<file path="src/design/cse_pkg.sv">
/*
 * Shared constants and types of the codec slot enable and status block.
 * Assumes a 16-bit plain register port with a 4-bit word address.
 */
package cse_pkg;
    localparam int DATA_W = 16;
    localparam int ADDR_W = 4;
    localparam int SLOT_W = 4;
    localparam int BUF_DEPTH = 4;

    // Register addresses
    localparam logic [3:0] ADDR_CTRL = 4'h0;
    localparam logic [3:0] ADDR_STATUS = 4'h1;
    localparam logic [3:0] ADDR_RX_SLOT_EN = 4'h2;
    localparam logic [3:0] ADDR_TX_SLOT_EN = 4'h3;
    localparam logic [3:0] ADDR_TX_DATA = 4'h4;
    localparam logic [3:0] ADDR_RX_DATA = 4'h5;
    localparam logic [3:0] ADDR_IRQ_STAT = 4'h6;
    localparam logic [3:0] ADDR_IRQ_CLR = 4'h7;
    localparam logic [3:0] ADDR_IRQ_EN = 4'h8;

    // Control fields
    localparam int CTRL_ENABLE_BIT = 0;
    localparam int CTRL_IDLE_MODE_BIT = 1;

    // Status fields, also the layout of the interrupt registers
    localparam int ST_TX_EMPTY_BIT = 0;
    localparam int ST_TX_UNDERFLOW_BIT = 1;
    localparam int ST_RX_FULL_BIT = 2;
    localparam int ST_RX_OVERFLOW_BIT = 3;
    localparam int ST_SLOT_LSB = 8;
    localparam int IRQ_W = 4;

    // Reset values and the last bit index of a slot
    localparam logic [15:0] SLOT_EN_RESET = 16'h0000;
    localparam logic [1:0] CTRL_RESET = 2'h0;
    localparam logic [3:0] IRQ_RESET = 4'h0;
    localparam logic [3:0] LAST_BIT = 4'hf;

    typedef struct packed {
        logic bclk;
        logic fsync;
        logic sdi;
    } cse_link_in_s;

    typedef struct packed {
        logic sdo;
        logic sdo_oe;
    } cse_link_out_s;
endpackage : cse_pkg

</file>
<file path="src/design/cse_sync.sv">
/*
 * Three-stage input synchroniser with agreement filter.
 * Assumes asynchronous inputs; output changes when stages two and three agree.
 */
`timescale 1ns/1ps
module cse_sync #(
    parameter int W = 3
) (
    input wire logic i_clk_sys,
    input wire logic i_rstn,
    input wire logic [W-1:0] i_async,
    output logic [W-1:0] o_sync
);
    logic [W-1:0] s1_ff;
    logic [W-1:0] s2_ff;
    logic [W-1:0] s3_ff;
    logic [W-1:0] out_ff;
    logic [W-1:0] agree;
    logic [W-1:0] nxt_out;

    assign agree = ~(s2_ff ^ s3_ff);
    assign nxt_out = (agree & s3_ff) | (~agree & out_ff);
    assign o_sync = out_ff;

    always_ff @(posedge i_clk_sys) begin
        if (!i_rstn) begin
            s1_ff <= '0;
            s2_ff <= '0;
            s3_ff <= '0;
            out_ff <= '0;
        end else begin
            s1_ff <= i_async;
            s2_ff <= s1_ff;
            s3_ff <= s2_ff;
            out_ff <= nxt_out;
        end
    end
endmodule : cse_sync

</file>
<file path="src/design/cse_top.sv">
/*
 * Slot-enabled framed serial audio port with receive and transmit word
 * buffers, status flags, slot enables and a level interrupt.
 * Assumes bit clock and frame sync come from the codec; data is sampled on
 * falling bit clock and driven after rising bit clock; 16-bit slots.
 */
// The address-and-strobe port and the register addresses were left to the implementer.
// Notes on behaviour
// - Receive overflow flag set on dropped word
// - Receive full flag while unread words wait
// - Transmit underflow flag set on empty load
// - Transmit empty flag while no word queued
// - Receive enable bit n selects slot n
// - Enabled receive slot captures into buffer
// - Disabled receive slot is discarded
// - Transmit enable bit n governs slot n
// - Enabled transmit slot shifts next word out
// - Disabled transmit slot floats or drives low
// - Sixteen-bit shifts, most significant bit first
// - Idle mode chooses float or low
`timescale 1ns/1ps
module cse_top #(
    parameter int DEPTH = cse_pkg::BUF_DEPTH
) (
    input wire logic i_clk_sys,
    input wire logic i_rstn,
    input wire logic [cse_pkg::ADDR_W-1:0] i_addr,
    input wire logic [cse_pkg::DATA_W-1:0] i_wdata,
    input wire logic i_wr,
    input wire logic i_rd,
    output logic [cse_pkg::DATA_W-1:0] o_rdata,
    input cse_pkg::cse_link_in_s i_link,
    output cse_pkg::cse_link_out_s o_link,
    output logic o_irq
);
    localparam int PW = (DEPTH > 1) ? $clog2(DEPTH) : 1;
    localparam int CW = $clog2(DEPTH + 1);
    localparam logic [CW-1:0] CNT_FULL = CW'(DEPTH);
    localparam logic [CW-1:0] CNT_ONE = CW'(1);

    function automatic logic [PW-1:0] ptr_inc(input logic [PW-1:0] p);
        ptr_inc = (p == PW'(DEPTH - 1)) ? '0 : p + PW'(1);
    endfunction : ptr_inc

    function automatic logic [CW-1:0] cnt_next(input logic [CW-1:0] c, input logic up, input logic dn);
        cnt_next = c + CW'(up) - CW'(dn);
    endfunction : cnt_next

    function automatic logic reg_hit(input logic [cse_pkg::ADDR_W-1:0] a, input logic [cse_pkg::ADDR_W-1:0] t);
        reg_hit = (a == t);
    endfunction : reg_hit

    cse_pkg::cse_link_in_s link_s;

    cse_sync #(.W(3)) u_sync (
        .i_clk_sys(i_clk_sys),
        .i_rstn(i_rstn),
        .i_async(i_link),
        .o_sync(link_s)
    );

    // Registers
    logic [1:0] ctrl_ff;
    logic [15:0] rx_slot_en_ff;
    logic [15:0] tx_slot_en_ff;
    logic [cse_pkg::IRQ_W-1:0] irq_stat_ff;
    logic [cse_pkg::IRQ_W-1:0] irq_en_ff;
    logic [15:0] rdata_ff;

    // Link state
    logic bclk_q_ff;
    logic fs_q_ff;
    logic run_ff;
    logic [3:0] bit_ff;
    logic [3:0] slot_ff;
    logic [15:0] tx_shift_ff;
    logic [15:0] rx_shift_ff;
    logic tx_act_ff;

    // Buffers
    logic [15:0] tx_buf_ff [DEPTH];
    logic [15:0] rx_buf_ff [DEPTH];
    logic [PW-1:0] tx_wp_ff;
    logic [PW-1:0] tx_rp_ff;
    logic [CW-1:0] tx_cnt_ff;
    logic [PW-1:0] rx_wp_ff;
    logic [PW-1:0] rx_rp_ff;
    logic [CW-1:0] rx_cnt_ff;
    logic ovf_ff;
    logic unf_ff;

    // Decode
    wire en = ctrl_ff[cse_pkg::CTRL_ENABLE_BIT];
    wire idle_float = ctrl_ff[cse_pkg::CTRL_IDLE_MODE_BIT];
    wire wr_ctrl = i_wr && reg_hit(i_addr, cse_pkg::ADDR_CTRL);
    wire wr_rx_en = i_wr && reg_hit(i_addr, cse_pkg::ADDR_RX_SLOT_EN);
    wire wr_tx_en = i_wr && reg_hit(i_addr, cse_pkg::ADDR_TX_SLOT_EN);
    wire wr_tx_data = i_wr && reg_hit(i_addr, cse_pkg::ADDR_TX_DATA);
    wire wr_irq_clr = i_wr && reg_hit(i_addr, cse_pkg::ADDR_IRQ_CLR);
    wire wr_irq_en = i_wr && reg_hit(i_addr, cse_pkg::ADDR_IRQ_EN);
    wire rd_rx_data = i_rd && reg_hit(i_addr, cse_pkg::ADDR_RX_DATA);

    // Bit clock edges and frame start
    wire bclk_rise = en && link_s.bclk && !bclk_q_ff;
    wire bclk_fall = en && !link_s.bclk && bclk_q_ff;
    wire frame_start = bclk_rise && link_s.fsync && !fs_q_ff;
    wire word_end_rise = bclk_rise && run_ff && (bit_ff == cse_pkg::LAST_BIT);
    wire word_start = frame_start || word_end_rise;
    wire [3:0] nxt_bit = frame_start ? 4'h0 : bit_ff + 4'h1;
    wire [3:0] slot_step = word_end_rise ? slot_ff + 4'h1 : slot_ff;
    wire [3:0] nxt_slot = frame_start ? 4'h0 : slot_step;

    // Transmit side
    wire tx_have = (tx_cnt_ff != '0);
    wire tx_full = (tx_cnt_ff == CNT_FULL);
    wire tx_slot_on = tx_slot_en_ff[nxt_slot];
    wire tx_load = word_start && tx_slot_on;
    wire tx_pop = tx_load && tx_have;
    wire unf_evt = tx_load && !tx_have;
    wire tx_push = en && wr_tx_data && !tx_full;
    wire [15:0] tx_word = tx_have ? tx_buf_ff[tx_rp_ff] : 16'h0000;
    wire tx_drain_evt = tx_pop && !tx_push && (tx_cnt_ff == CNT_ONE);

    // Receive side
    wire [15:0] rx_word = {rx_shift_ff[14:0], link_s.sdi};
    wire rx_word_done = bclk_fall && run_ff && (bit_ff == cse_pkg::LAST_BIT);
    wire rx_slot_on = rx_slot_en_ff[slot_ff];
    wire rx_capture = rx_word_done && rx_slot_on;
    wire rx_have = (rx_cnt_ff != '0);
    wire rx_full = (rx_cnt_ff == CNT_FULL);
    wire rx_pop = en && rd_rx_data && rx_have;
    wire rx_push = rx_capture && (!rx_full || rx_pop);
    wire ovf_evt = rx_capture && rx_full && !rx_pop;

    // Status view
    logic [3:0] status_flags;
    logic [cse_pkg::IRQ_W-1:0] irq_evt;
    assign status_flags[cse_pkg::ST_RX_OVERFLOW_BIT] = ovf_ff;
    assign status_flags[cse_pkg::ST_RX_FULL_BIT] = rx_have;
    assign status_flags[cse_pkg::ST_TX_UNDERFLOW_BIT] = unf_ff;
    assign status_flags[cse_pkg::ST_TX_EMPTY_BIT] = !tx_have;
    assign irq_evt[cse_pkg::ST_RX_OVERFLOW_BIT] = ovf_evt;
    assign irq_evt[cse_pkg::ST_RX_FULL_BIT] = rx_push;
    assign irq_evt[cse_pkg::ST_TX_UNDERFLOW_BIT] = unf_evt;
    assign irq_evt[cse_pkg::ST_TX_EMPTY_BIT] = tx_drain_evt;
    wire [15:0] status_word = (16'(slot_ff) << cse_pkg::ST_SLOT_LSB) | 16'(status_flags);
    wire [cse_pkg::IRQ_W-1:0] irq_clr = wr_irq_clr ? i_wdata[cse_pkg::IRQ_W-1:0] : '0;

    // Read mux
    logic [15:0] rd_mux;
    always_comb begin
        case (i_addr)
            cse_pkg::ADDR_CTRL: rd_mux = {14'h0000, ctrl_ff};
            cse_pkg::ADDR_STATUS: rd_mux = status_word;
            cse_pkg::ADDR_RX_SLOT_EN: rd_mux = rx_slot_en_ff;
            cse_pkg::ADDR_TX_SLOT_EN: rd_mux = tx_slot_en_ff;
            cse_pkg::ADDR_RX_DATA: rd_mux = rx_have ? rx_buf_ff[rx_rp_ff] : 16'h0000;
            cse_pkg::ADDR_IRQ_STAT: rd_mux = {12'h000, irq_stat_ff};
            cse_pkg::ADDR_IRQ_EN: rd_mux = {12'h000, irq_en_ff};
            default: rd_mux = 16'h0000;
        endcase
    end

    // Software registers
    always_ff @(posedge i_clk_sys) begin
        if (!i_rstn) begin
            ctrl_ff <= cse_pkg::CTRL_RESET;
            rx_slot_en_ff <= cse_pkg::SLOT_EN_RESET;
            tx_slot_en_ff <= cse_pkg::SLOT_EN_RESET;
            irq_en_ff <= cse_pkg::IRQ_RESET;
            rdata_ff <= 16'h0000;
        end else begin
            if (wr_ctrl) begin
                ctrl_ff <= i_wdata[1:0];
            end
            if (wr_rx_en) begin
                rx_slot_en_ff <= i_wdata;
            end
            if (wr_tx_en) begin
                tx_slot_en_ff <= i_wdata;
            end
            if (wr_irq_en) begin
                irq_en_ff <= i_wdata[cse_pkg::IRQ_W-1:0];
            end
            rdata_ff <= i_rd ? rd_mux : 16'h0000;
        end
    end

    // Sticky interrupt status, set wins over clear
    always_ff @(posedge i_clk_sys) begin
        if (!i_rstn) begin
            irq_stat_ff <= cse_pkg::IRQ_RESET;
        end else begin
            irq_stat_ff <= (irq_stat_ff & ~irq_clr) | irq_evt;
        end
    end

    // Bit clock framing
    always_ff @(posedge i_clk_sys) begin
        if (!i_rstn || !en) begin
            bclk_q_ff <= 1'b0;
            fs_q_ff <= 1'b0;
            run_ff <= 1'b0;
            bit_ff <= 4'h0;
            slot_ff <= 4'h0;
        end else begin
            bclk_q_ff <= link_s.bclk;
            if (bclk_rise) begin
                fs_q_ff <= link_s.fsync;
            end
            if (frame_start) begin
                run_ff <= 1'b1;
            end
            if (bclk_rise && (run_ff || frame_start)) begin
                bit_ff <= nxt_bit;
                slot_ff <= nxt_slot;
            end
        end
    end

    // Serial shifters
    always_ff @(posedge i_clk_sys) begin
        if (!i_rstn || !en) begin
            tx_shift_ff <= 16'h0000;
            tx_act_ff <= 1'b0;
            rx_shift_ff <= 16'h0000;
        end else begin
            if (word_start) begin
                tx_shift_ff <= tx_load ? tx_word : 16'h0000;
                tx_act_ff <= tx_slot_on;
            end else if (bclk_rise && run_ff) begin
                tx_shift_ff <= {tx_shift_ff[14:0], 1'b0};
            end
            if (bclk_fall && run_ff) begin
                rx_shift_ff <= rx_word;
            end
        end
    end

    // Transmit buffer
    always_ff @(posedge i_clk_sys) begin
        if (!i_rstn || !en) begin
            tx_wp_ff <= '0;
            tx_rp_ff <= '0;
            tx_cnt_ff <= '0;
        end else begin
            if (tx_push) begin
                tx_wp_ff <= ptr_inc(tx_wp_ff);
            end
            if (tx_pop) begin
                tx_rp_ff <= ptr_inc(tx_rp_ff);
            end
            tx_cnt_ff <= cnt_next(tx_cnt_ff, tx_push, tx_pop);
        end
    end

    always_ff @(posedge i_clk_sys) begin
        if (tx_push) begin
            tx_buf_ff[tx_wp_ff] <= i_wdata;
        end
        if (rx_push) begin
            rx_buf_ff[rx_wp_ff] <= rx_word;
        end
    end

    // Receive buffer
    always_ff @(posedge i_clk_sys) begin
        if (!i_rstn || !en) begin
            rx_wp_ff <= '0;
            rx_rp_ff <= '0;
            rx_cnt_ff <= '0;
        end else begin
            if (rx_push) begin
                rx_wp_ff <= ptr_inc(rx_wp_ff);
            end
            if (rx_pop) begin
                rx_rp_ff <= ptr_inc(rx_rp_ff);
            end
            rx_cnt_ff <= cnt_next(rx_cnt_ff, rx_push, rx_pop);
        end
    end

    // Error flags held until serviced or disabled
    always_ff @(posedge i_clk_sys) begin
        if (!i_rstn || !en) begin
            ovf_ff <= 1'b0;
            unf_ff <= 1'b0;
        end else begin
            ovf_ff <= ovf_evt || (ovf_ff && !rx_pop);
            unf_ff <= unf_evt || (unf_ff && !tx_push);
        end
    end

    // Outputs
    assign o_rdata = rdata_ff;
    assign o_irq = |(irq_stat_ff & irq_en_ff);
    assign o_link.sdo = tx_act_ff && tx_shift_ff[15];
    assign o_link.sdo_oe = tx_act_ff || (en && !idle_float);
endmodule : cse_top

</file>
<file path="config.mk">
export PLATFORM = sky130hd
export DESIGN_NAME = cse_top
export DESIGN_NICKNAME = d
export VERILOG_FILES = /design/src/design/cse_pkg.sv /design/src/design/cse_sync.sv /design/src/design/cse_top.sv
export SDC_FILE = /design/constraint.sdc
export NUM_CORES = 1
export LEC_CHECK = 0
export BUFFER_PORTS_ARGS = -buffer_cell sky130_fd_sc_hd__buf_2
export CAP_MARGIN = 20
export CORE_ASPECT_RATIO = 1.25
export CORE_MARGIN = 2
export CORE_UTILIZATION = 55
export DETAILED_ROUTE_END_ITERATION = 10
export PLACE_DENSITY = 0.72
export SLEW_MARGIN = 20
export SYNTH_ARGS = -nofsm -noshare
export SYNTH_HDL_FRONTEND = slang
export SYNTH_SLANG_ARGS = --single-unit
</file>
<file path="constraint.sdc">
create_clock -name i_clk_sys -period 5.9 [get_ports i_clk_sys]
set_clock_uncertainty 0.05 [all_clocks]
set_input_delay 0.295 -clock i_clk_sys [delete_from_list [all_inputs] [get_ports i_clk_sys]]
set_output_delay 0.295 -clock i_clk_sys [all_outputs]
set_load 0.02 [all_outputs]
</file>
==> summary.md, run 1 <==
| Metric | Value |
|---|---|
| Status | completed |
| CP bufs+invs | 1 |
| Slowest CP cell | dfxtp_1 |
| Largest net degree at the start of global routing | 62 |
| Max clock buf depth | 3 |
| Ports | between 40 and 50 |
| Crit path arrival time | 4.73 ns |
| Synthesized area | 0.0107 sq mm |
| Synth Area per Inst | 12.1 sq um |
| CTS tree | done |
| TritonRoute pass-1 iters | 4 |
| RR Startpoint | ctrl_ff[0] |
| HP Class | input port to flop |
| Worst-Margin Slew | 1.09 ns |
| Post-synth ARST share | 0 |
| DRT antenna net count | 0 |
| Routed vias/inst | 5.70 |
| Post-CTS Resized | 0 |
| Total global-route track usage | 0.228 |
| Initial DRC Count | 444 |
| Max IR drop VDD | 0.232 mV |
| Clock sinks | 261 |
| Crit path cell chain | nand4b_1, or3_4, and3_1, o41ai_1, and4b_1, o21ai_4, xnor2_1, ha_1, inv_1, fa_1, xor2_1, xnor2_1, nor2_1 |
| Crit path max fanout | 18 |
| Syn nets | 935 |
| DIE WIDTH | 129 microns |
| Register area share after synthesis | 0.606 |
| Antenna diodes | 0 |
| Commonest register cell after synthesis | dfxtp_1 |
| Worst setup EP type | flop |
| Pleak | 4.27 nW |
| WS Path Type | flop to flop |
| Relative slew slack | 0.270 |
| Htree depth | 1 |
| Fin. max-slew vios | 0 |
| Setup-failing EPs final | 0 |
| Core ar. | 0.0193 sq mm |
| P per Cell Area | 300 mW/mm^2 |
| Worst reg2reg setup slack | 1.52 ns |
| Vias in the first global route | 6915 |
| Min Tclk post-route | 4.38 ns |
| First-pass GRT wire length | 36700 microns |
| Worst path top cell family by delay | simple AND/OR/NAND/NOR gates |
| Dpl hpwl | 15500 microns |
| Die Y | 160 microns |
| # port buffers | 45 |
| Final worst-path cycle share | 0.742 |
| RSZ-0062 raised after global routing | false |
| GR Overflow Total | 0 |
| Drt wl/cell | between 15 and 20 microns |
| Fin nets | 977 |
| DR vias | 6935 |
| Critical Path Start | ctrl_ff[0] |
| Share of cells above drive strength 1 | 0.157 |
| Post-CTS Hold Buffers | 15 |
| Filler cells | 1499 |
| DRC Markers | 0 |
| Cell repeated most along the worst path | xnor2_1 |
| HP Start | i_wdata[2] |
| Max-cap viol count | 0 |
| Root Driver | clkbuf_16 |
| Library cells used by synthesis | 59 |
| Required @ worst endpoint | 6.25 ns |
| Area growth syn-to-layout | 13.6% |
| Flops & latches, synth | about 260 |
| Insertion delay to the later sink of the worst-skew pair | 0.53 ns |
| Clock Pin Slew Worst Setup and Hold Paths | 0.06 ns |
| DIE AREA | 0.0207 sq mm |
| Critical Path Start Type | flop |
| Post-synth EDFFs | 128 |
| Fin. Hold Viols | 0 |
| Detailed Route WL | 23100 microns |
| RePlAce Congestion | 0.857 |
| Initial antenna violation count | 0 |
| Synth Instances | 891 |
| Post-CTS setup repair buffer count | 0 |
| Dpl cell area | 0.0111 sq mm |
| Site Rows | 57 |
| Clock buffer count from CTS | 26 |
| Initial core utilization | 0.556 |
| Max incr delay on CP | 0.62 ns |
| Yosys Warn Count | 0 |
| Fmax | 228 MHz |
| Final Cell Area | around 0.012 sq mm |
| Fin Setup TNS | 0 ns |
-- synth_stat cells (all sizes together) (2+ instances only) --
cell / count / area, sq um
nand3b: 2 / 15.0
a21oi: 69 / 345
ha: 15 / 188
xor2: 4 / 35.0
fa: 2 / 40.0
or3: 4 / 30.0
mux4: 37 / 833
xnor2: 4 / 35.0
nor3: 9 / 55.1
and3: 5 / 31.3
mux2i: 22 / 220
buf: 10 / 52.6
nor4: 3 / 18.8
o211ai: 20 / 150
o21ai: 33 / 176
inv: 12 / 45.0
a21boi: 43 / 323
nor2: 53 / 199
edfxtp: 128 / 3840
nand3: 20 / 105
mux2: 6 / 67.6
nand2: 131 / 492
and4b: 3 / 30.0
o31ai: 3 / 22.5
a22oi: 6 / 45.0
nand4b: 2 / 17.5
a221oi: 2 / 17.5
nor2b: 8 / 50.1
a21o: 3 / 22.5
clkbuf: 41 / 154
nand4: 10 / 62.6
o21a: 2 / 15.0
and4: 2 / 17.5
nand2b: 2 / 12.5
a31oi: 3 / 18.8
and2: 20 / 125
a22o: 6 / 52.6
dfxtp: 133 / 2660
-- cell families (layout without fill, tap and decap cells) --
kind of cell | count (synthesis) | in the layout | share of synthesized area
AND/OR/NAND/NOR | 279 | 279 | 0.122
flip-flops | 261 | 261 | 0.606
AO/OA/AOI/OAI | 198 | 198 | 0.117
multiplexers | 65 | 65 | 0.104
buffers and inverters | 63 | 124 | 0.0234
adder cells (fa/ha/maj) | 17 | 17 | 0.0212
XOR/XNOR | 8 | 8 | 0.00652
-- area by class of cell --
type	instances	area, sq um	share of cell area
clock buffers	34	796	0.0652
multi-input cells	567	3990	0.327
flip-flops and latches	261	6510	0.533
inverters	12	45.0	0.00369
well taps	265	332	0.0272
clock inverters	13	113	0.00923
repair buffers	65	413	0.0338
-- per-layer routing --
metal,vias to the layer above,GRT usage,part of all wire
li1,3357,-,-
met1,3366,0.284,0.40
met2,151,0.401,0.52
met3,61,0.0255,0.037
met4,0,0.0978,0.040
met5,-,0,0
-- per-stage QoR --
step           hold WS [ns]  utilization  worst slack (ns)  total power (W)  instances
2_1_floorplan         0.344            -              2.52          0.00197        891
3_3_place_gp          0.366        0.576              1.69          0.00200       1154
3_5_place_dp          0.377        0.576              1.60          0.00200       1155
4_1_cts              0.0631        0.631              1.58          0.00368       1217
5_1_grt              0.0754        0.631              1.24          0.00376       1217
6_report             0.0875        0.631              1.52          0.00366       1217
-- worst reg2reg max path, delay by kind of cell, from the launching register on --
kind | cells | cell delay (ns)
compound gates | 2 | 0.77
xor+xnor | 3 | 0.47
fa+ha+maj | 2 | 0.53
buf+inv | 1 | 0.05
flops | 1 | 0.62
simple gates | 5 | 1.78
-- power breakdown --
group	switching [W]	internal, W
clock network	0.000683	0.00100
registers	0.00000471	0.00190
logic	0.0000453	0.0000280
-- cell usage in the layout (no fill, tap or decap), types with 12 or more instances in the layout --
cell           count
a21boi_0          42
a21oi_1           69
and2_1            20
buf_2             45
clkbuf_16         30
dfxtp_1          132
dlygate4sd3_1     15
edfxtp_1         128
ha_1              15
inv_1             12
mux2i_1           22
mux4_2            37
nand2_1          131
nand3_1           19
nor2_1            52
o211ai_1          20
o21ai_0           30
-- path summary, 6_finish.rpt --
path	end	depth (start not counted)
setup / recovery	tx_cnt_ff[2]	13
hold / removal	tx_buf_ff[2][2]	1
setup reg to reg	tx_cnt_ff[2]	13
hold reg to reg	u_sync.s2_ff[0]	1
-- state kept, by name, indices dropped and copies added (netlist names), 2 cells and up, named ones only --
signal,count
u_sync.s2_ff,3
rx_shift_ff,15
bit_ff,4
u_sync.s3_ff,3
u_sync.s1_ff,3
tx_buf_ff,64
rx_cnt_ff,3
slot_ff,4
tx_slot_en_ff,16
tx_cnt_ff,3
o_rdata,16
rx_buf_ff,64
rx_rp_ff,2
tx_wp_ff,2
irq_en_ff,4
tx_rp_ff,2
tx_shift_ff,16
rx_slot_en_ff,16
rx_wp_ff,2
ctrl_ff,2
irq_stat_ff,4
(Power assumes the default switching activity.)
==> run 2, diff against run 1 <==
- PLACE_DENSITY: 0.72 -> 0.75
- clock period: 5.9 -> 3.8 ns (I/O delays scaled with it)
==> summary.md, run 2 (same netlist as run 1, synthesis figures left out) <==
| Metric | Value |
|---|---|
| Fin. max-slew vios | 0 (unchanged) |
| Drt wl/cell | 19.3 microns (was 19.0 microns) |
| Area growth syn-to-layout | 15.1% (was 13.6%) |
| HP Start | i_rstn (was i_wdata[2]) |
| Most frequent cells in the layout | dfxtp_1 (133), nand2_1 (131), edfxtp_1 (128) (was dfxtp_1 (132), nand2_1 (131), edfxtp_1 (128)) |
| Commonest non-fill, non-tap cell in the layout | dfxtp_1 (unchanged) |
| HP Class | input port to flop (unchanged) |
| Dpl hpwl | 16200 microns (was 15500 microns) |
| Clock buffer count from CTS | 25 (was 26) |
| Initial DRC Count | 397 (was 444) |
| WS Path Type | flop to flop (unchanged) |
| Largest net degree at the start of global routing | 42 (was 62) |
| Clock sinks | 261 (unchanged) |
| Final worst-path cycle share | 0.905 (was 0.742) |
| DRC Markers | 0 (unchanged) |
| Slowest CP cell | dfxtp_1 (unchanged) |
| WHS | 0.0220 ns (was 0.0875 ns) |
| Clock Pin Slew Worst Setup and Hold Paths | 0.06 ns (about the same) |
| Largest registers | rx_buf_ff (64), tx_buf_ff (64) (unchanged) |
| CTS tree | done (unchanged) |
| Cells after DPL | 1173 (was 1155) |
| Initial antenna violation count | 0 (unchanged) |
| Fin nets | 1000 (was 977) |
| TritonRoute pass-1 iters | 4 (unchanged) |
| Site Rows | 57 (unchanged) |
| Min Tclk post-route | 3.44 ns (was 4.38 ns) |
| Filler cells | 1436 (was 1499) |
| Total global-route track usage | 0.237 (was 0.228) |
| Finished Layout Cells | 1240 (was 1217) |
| DIE AREA | 0.0207 sq mm (unchanged) |
| Crit path cell chain | ha_1, inv_1, nor4_1, o21ai_0, nand4_1, and4b_1, o21ai_4, xnor2_1, ha_1, inv_1, fa_1, xor2_1, xnor2_1, nor2_1 (was nand4b_1, or3_4, and3_1, o41ai_1, and4b_1, o21ai_4, xnor2_1, ha_1, inv_1, fa_1, xor2_1, xnor2_1, nor2_1) |
| Worst setup EP type | flop (unchanged) |
| Insertion delay to the later sink of the worst-skew pair | 0.52 ns (was 0.53 ns) |
| RSZ-0062 raised after global routing | false (unchanged) |
| Required @ worst endpoint | 4.16 ns (was 6.25 ns) |
| Max incr delay on CP | 0.72 ns (was 0.62 ns) |
| Detailed Route WL | 24000 microns (was 23100 microns) |
| Htree depth | 1 (unchanged) |
| Fmax | 291 MHz (was 228 MHz) |
| DIE WIDTH | 129 microns (unchanged) |
| RR Startpoint | slot_ff[0] (was ctrl_ff[0]) |
| RePlAce Congestion | 0.902 (was 0.857) |
| Share of cells above drive strength 1 | 0.165 (was 0.157) |
| Root Driver | clkbuf_16 (unchanged) |
| Status | completed (unchanged) |
| Die Y | 160 microns (unchanged) |
| Fin. Hold Viols | 0 (unchanged) |
| Crit path max fanout | 14 (was 18) |
| Initial core utilization | 0.556 (unchanged) |
| DR vias | 7168 (was 6935) |
| Routed vias/inst | 5.78 (was 5.70) |
| Vias in the first global route | 7264 (was 6915) |
| Critical Path Start Type | flop (unchanged) |
| CP bufs+invs | 2 (was 1) |
| Post-CTS setup repair buffer count | 0 (unchanged) |
| Crit path arrival time | 3.79 ns (was 4.73 ns) |
| Max clock buf depth | 3 (unchanged) |
| Max IR drop VDD | 0.383 mV (was 0.232 mV) |
| Critical Path Start | slot_ff[0] (was ctrl_ff[0]) |
| Worst path top cell family by delay | adder cells (was simple AND/OR/NAND/NOR gates) |
| # port buffers | 45 (unchanged) |
| GR Overflow Total | 0 (unchanged) |
| DRT antenna net count | 0 (unchanged) |
| First-pass GRT wire length | 38100 microns (was 36700 microns) |
| Antenna diodes | 0 (unchanged) |
| Core ar. | 0.0193 sq mm (unchanged) |
| Ports | 46 (unchanged) |
| P per Cell Area | 460 mW/mm^2 (was 300 mW/mm^2) |
| Fin Setup TNS | 0 ns (unchanged) |
| Relative slew slack | 0.400 (was 0.270) |
| Setup-failing EPs final | 0 (unchanged) |
| Worst-Margin Slew | 0.901 ns (was 1.09 ns) |
| Max-cap viol count | 0 (unchanged) |
| Pleak | 4.36 nW (was 4.27 nW) |
==> run 2: changes by cell type in the layout (fill, tap and decap cells not counted), moves of 2 or more <==
cell	change
buf_4	+19
clkinv_2	-4
bufinv_16	+2
dlygate4sd3_1	+5
clkbuf_1	+3
clkbuf_16	-2
==> run 2: routing by layer <==
metal / vias up / global-route usage / routed length, microns
met5: - / 0 / 0
met4: 0 / 0.0692 / 537
met3: 35 / 0.0308 / 1150
met2: 200 / 0.438 / 12900
met1: 3530 / 0.285 / 9340
li1: 3403 / - / -
==> run 2: final cells by class <==
class | count | area, sq um | share of cell area
Tap cell | 265 | 332 | 0.0268
Clock inverter | 12 | 143 | 0.0115
Clock buffer | 34 | 743 | 0.0601
Timing Repair Buffer | 89 | 606 | 0.0490
Multi-Input combinational cell | 567 | 3990 | 0.323
Inverter | 12 | 45.0 | 0.00364
Sequential cell | 261 | 6510 | 0.526
==> run 2: per-stage QoR <==
stage	setup slack (ns)	instance area (sq um)	power, W	utilization
global placement	0.488	11300	0.00312	0.583
CTS	0.358	12400	0.00573	0.639
detailed placement	0.392	11300	0.00312	0.583
finish	0.361	12400	0.00569	0.640
floorplan	0.425	10700	0.00306	-
global route	0.00275	12400	0.00585	0.640
==> run 2: path summary, 6_finish.rpt <==
kind | to | slack (ns) | cells after the start
min reg2reg | u_sync.s2_ff[0] | 0.38 | 1
max reg2reg | tx_cnt_ff[2] | 0.36 | 14
max | tx_cnt_ff[2] | 0.36 | 14
min | irq_stat_ff[1] | 0.02 | 2
==> run 2: repair_timing <==
action,in CTS,in global routing
endpoints found under the hold margin,102,0
gates resized for setup,0,0
hold buffers,20,0
==> run 2: where the power goes <==
| part | switching (W) | internal (W) | leakage (nW) |
|---|---|---|---|
| Sequential | 0.00000732 | 0.00294 | 2.38 |
| Clock | 0.00104 | 0.00158 | 0.431 |
| Combinational | 0.0000719 | 0.0000502 | 1.55 |
==> run 3, diff against run 2 <==
- CTS_CLUSTER_DIAMETER: not set -> 150
- REMOVE_ABC_BUFFERS: not set -> 1
- clock period: 3.8 -> 2.9 ns (I/O delays scaled with it)
==> summary.md, run 3 (same netlist as run 1, synthesis figures left out) <==
| Metric | Value |
|---|---|
| Fin. Hold Viols | 0 (unchanged) |
| WS Path Type | flop to flop (unchanged) |
| Dpl cell area | 0.0117 sq mm (was 0.0113 sq mm) |
| Root Driver | clkbuf_16 (unchanged) |
| Htree depth | 1 (unchanged) |
| Place WS | -0.391 ns (was 0.392 ns) |
| Dpl hpwl | 17500 microns (was 16200 microns) |
| Crit path arrival time | 3.58 ns (was 3.79 ns) |
| Finished Layout Cells | 1311 (was 1240) |
| Crit path max fanout | 4 (was 14) |
| Relative slew slack | 0.450 (was 0.400) |
| Antenna diodes | 0 (unchanged) |
| Fin nets | 1070 (was 1000) |
| Total global-route track usage | 0.257 (was 0.237) |
| Commonest non-fill, non-tap cell in the layout | nand2_1 (was dfxtp_1) |
| Setup-failing EPs final | 3 (was 0) |
| RePlAce Congestion | 0.941 (was 0.902) |
| Max-cap viol count | 0 (unchanged) |
| Crit path cell chain | nand4b_1, or3_4, and3_4, o41ai_4, and4b_2, o21ai_4, xnor2_2, ha_2, inv_2, fa_2, xor2_1, xnor2_1, nor2_1 (was ha_1, inv_1, nor4_1, o21ai_0, nand4_1, and4b_1, o21ai_4, xnor2_1, ha_1, inv_1, fa_1, xor2_1, xnor2_1, nor2_1) |
| Final worst-path cycle share | 1.11 (was 0.905) |
| CTS tree | done (unchanged) |
| GR Overflow Total | 0 (unchanged) |
| Die Y | 160 microns (unchanged) |
| Most frequent cells in the layout | nand2_1 (131), dfxtp_1 (128), edfxtp_1 (128) (was dfxtp_1 (133), nand2_1 (131), edfxtp_1 (128)) |
| Insertion delay to the later sink of the worst-skew pair | 0.53 ns (was 0.52 ns) |
| DIE WIDTH | 129 microns (unchanged) |
| RR Startpoint | bclk_q_ff (was slot_ff[0]) |
| Slowest CP cell | or3_4 (was dfxtp_1) |
| Max IR drop VDD | 0.543 mV (was 0.383 mV) |
| Clock buffer count from CTS | 26 (was 25) |
| Worst r2r dst | tx_cnt_ff[2] (unchanged) |
| HP Start | i_rd (was i_rstn) |
| Worst Hold Path EP | ovf_ff (was irq_stat_ff[1]) |
| Worst setup EP type | flop (unchanged) |
| Reg2reg path depth | 13 (was 14) |
| Fmax | 310 MHz (was 291 MHz) |
| Initial antenna violation count | 0 (unchanged) |
| Largest net degree at the start of global routing | 33 (was 42) |
| HP Class | input port to flop (unchanged) |
| Initial DRC Count | 478 (was 397) |
| Clock sinks | 261 (unchanged) |
| # port buffers | 45 (unchanged) |
| CP bufs+invs | 1 (was 2) |
| TritonRoute pass-1 iters | 5 (was 4) |
| Max incr delay on CP | 0.42 ns (was 0.72 ns) |
| Fin. max-slew vios | 0 (unchanged) |
| DRC Markers | 0 (unchanged) |
| DIE AREA | 0.0207 sq mm (unchanged) |
| Worst hold stages | 5 (was 2) |
| P per Cell Area | 574 mW/mm^2 (was 460 mW/mm^2) |
| Largest registers | rx_buf_ff (64), tx_buf_ff (64) (unchanged) |
| Detailed Route WL | 26300 microns (was 24000 microns) |
| Clock Pin Slew Worst Setup and Hold Paths | 0.07 ns (was 0.06 ns) |
| Max clock buf depth | 3 (unchanged) |
| Ports | 46 (unchanged) |
| Routed vias/inst | 5.75 (was 5.78) |
| DR vias | 7532 (was 7168) |
| Initial core utilization | 0.556 (unchanged) |
| Worst path top cell family by delay | simple AND/OR/NAND/NOR gates (was adder cells) |
| Failing checks | setup timing |
| Core ar. | 0.0193 sq mm (unchanged) |
| WHS | 0.115 ns (was 0.0220 ns) |
| Site Rows | 57 (unchanged) |
| Drt wl/cell | 20.1 microns (was 19.3 microns) |
| Share of cells above drive strength 1 | 0.245 (was 0.165) |
| RSZ-0062 raised after global routing | true (was false) |
| Worst-Margin Slew | 0.824 ns (was 0.901 ns) |
| Required @ worst endpoint | 3.25 ns (was 4.16 ns) |
| Min Tclk post-route | 3.22 ns (was 3.44 ns) |
| Worst reg2reg setup slack | -0.32 ns (was 0.36 ns) |
| Setup ws final | -0.324 ns (was 0.361 ns) |
| Cells after DPL | 1232 (was 1173) |
| DRT antenna net count | 0 (unchanged) |
| Pleak | 4.73 nW (was 4.36 nW) |
| Vias in the first global route | 7698 (was 7264) |
| Area growth syn-to-layout | 21.2% (was 15.1%) |
| First-pass GRT wire length | 41400 microns (was 38100 microns) |
| Status | finished with violations (was completed) |
| Critical Path Start Type | flop (unchanged) |
| Final Cell Area | 0.0130 sq mm (was 0.0124 sq mm) |
[run 3: cell count changes in the layout (fill, tap and decap cells not counted), moves of 3 or more]
| cell | previous run | this run |
|---|---|---|
| dfxtp_2 | 0 | 4 |
| buf_6 | 0 | 4 |
| ha_1 | 15 | 12 |
| dfxtp_1 | 133 | 128 |
| buf_4 | 24 | 88 |
| clkinv_2 | 3 | 6 |
[run 3: worst reg2reg max path, stage by stage, from the launching register on]
cell	delay (ns)
dfxtp_2	0.33
nand4b_1	0.26
or3_4	0.42
and3_4	0.19
o41ai_4	0.32
and4b_2	0.29
o21ai_4	0.18
xnor2_2	0.14
ha_2	0.20
inv_2	0.04
fa_2	0.32
xor2_1	0.16
xnor2_1	0.16
nor2_1	0.05
[run 3: how the worst max path moves through the flow]
stage                           from            to  cells past startpoint
final                      bclk_q_ff  tx_cnt_ff[2]                     13
after global routing       bclk_q_ff  tx_cnt_ff[2]                     13
after CTS                  bclk_q_ff  tx_cnt_ff[2]                     13
after detailed placement  slot_ff[0]  tx_cnt_ff[2]                     14
after global placement     bclk_q_ff  tx_cnt_ff[2]                     13
after floorplan            i_addr[0]  rx_cnt_ff[2]                     13
[run 3: cell type report]
type / count / area (sq um)
Sequential cell: 261 / 6520
Inverter: 12 / 45.0
Timing Repair Buffer: 158 / 1140
Multi-Input combinational cell: 567 / 4100
Clock inverter: 11 / 131
Fill cell: 1409 / 6310
Tap cell: 265 / 332
Clock buffer: 37 / 753
[run 3: where the power goes]
part	switching [W]	leakage (nW)	internal, W
logic	0.0000997	1.91	0.0000705
registers	0.00000942	2.39	0.00386
clock network	0.00137	0.436	0.00207
[run 3: through the flow]
step                setup TNS [ns]  utilization  total power, W
finish                      -0.669        0.674         0.00747
global route                 -1.06        0.674         0.00766
CTS                         -0.439        0.670         0.00752
detailed placement          -0.941        0.606         0.00409
global placement            -0.651        0.606         0.00409
floorplan                   -55.35            -         0.00399
[run 3: what timing repair did]
item / in CTS / in global routing
setup endpoints to repair: 4 / 4
hold buffers: 21 / 0
cloned: 0 / 0
buffers inserted: 6 / 4
resized for setup: 29 / 9
pin swaps: 11 / 7
endpoints found under the hold margin: 107 / 0
[run 3: per-layer routing]
layer	wire, microns	vias up	part of all wire	GRT usage
li1	-	3542	-	-
met1	10100	3651	0.38	0.319
met2	13600	277	0.52	0.449
met3	1470	62	0.056	0.0348
met4	1120	0	0.042	0.108
met5	0	-	0	0
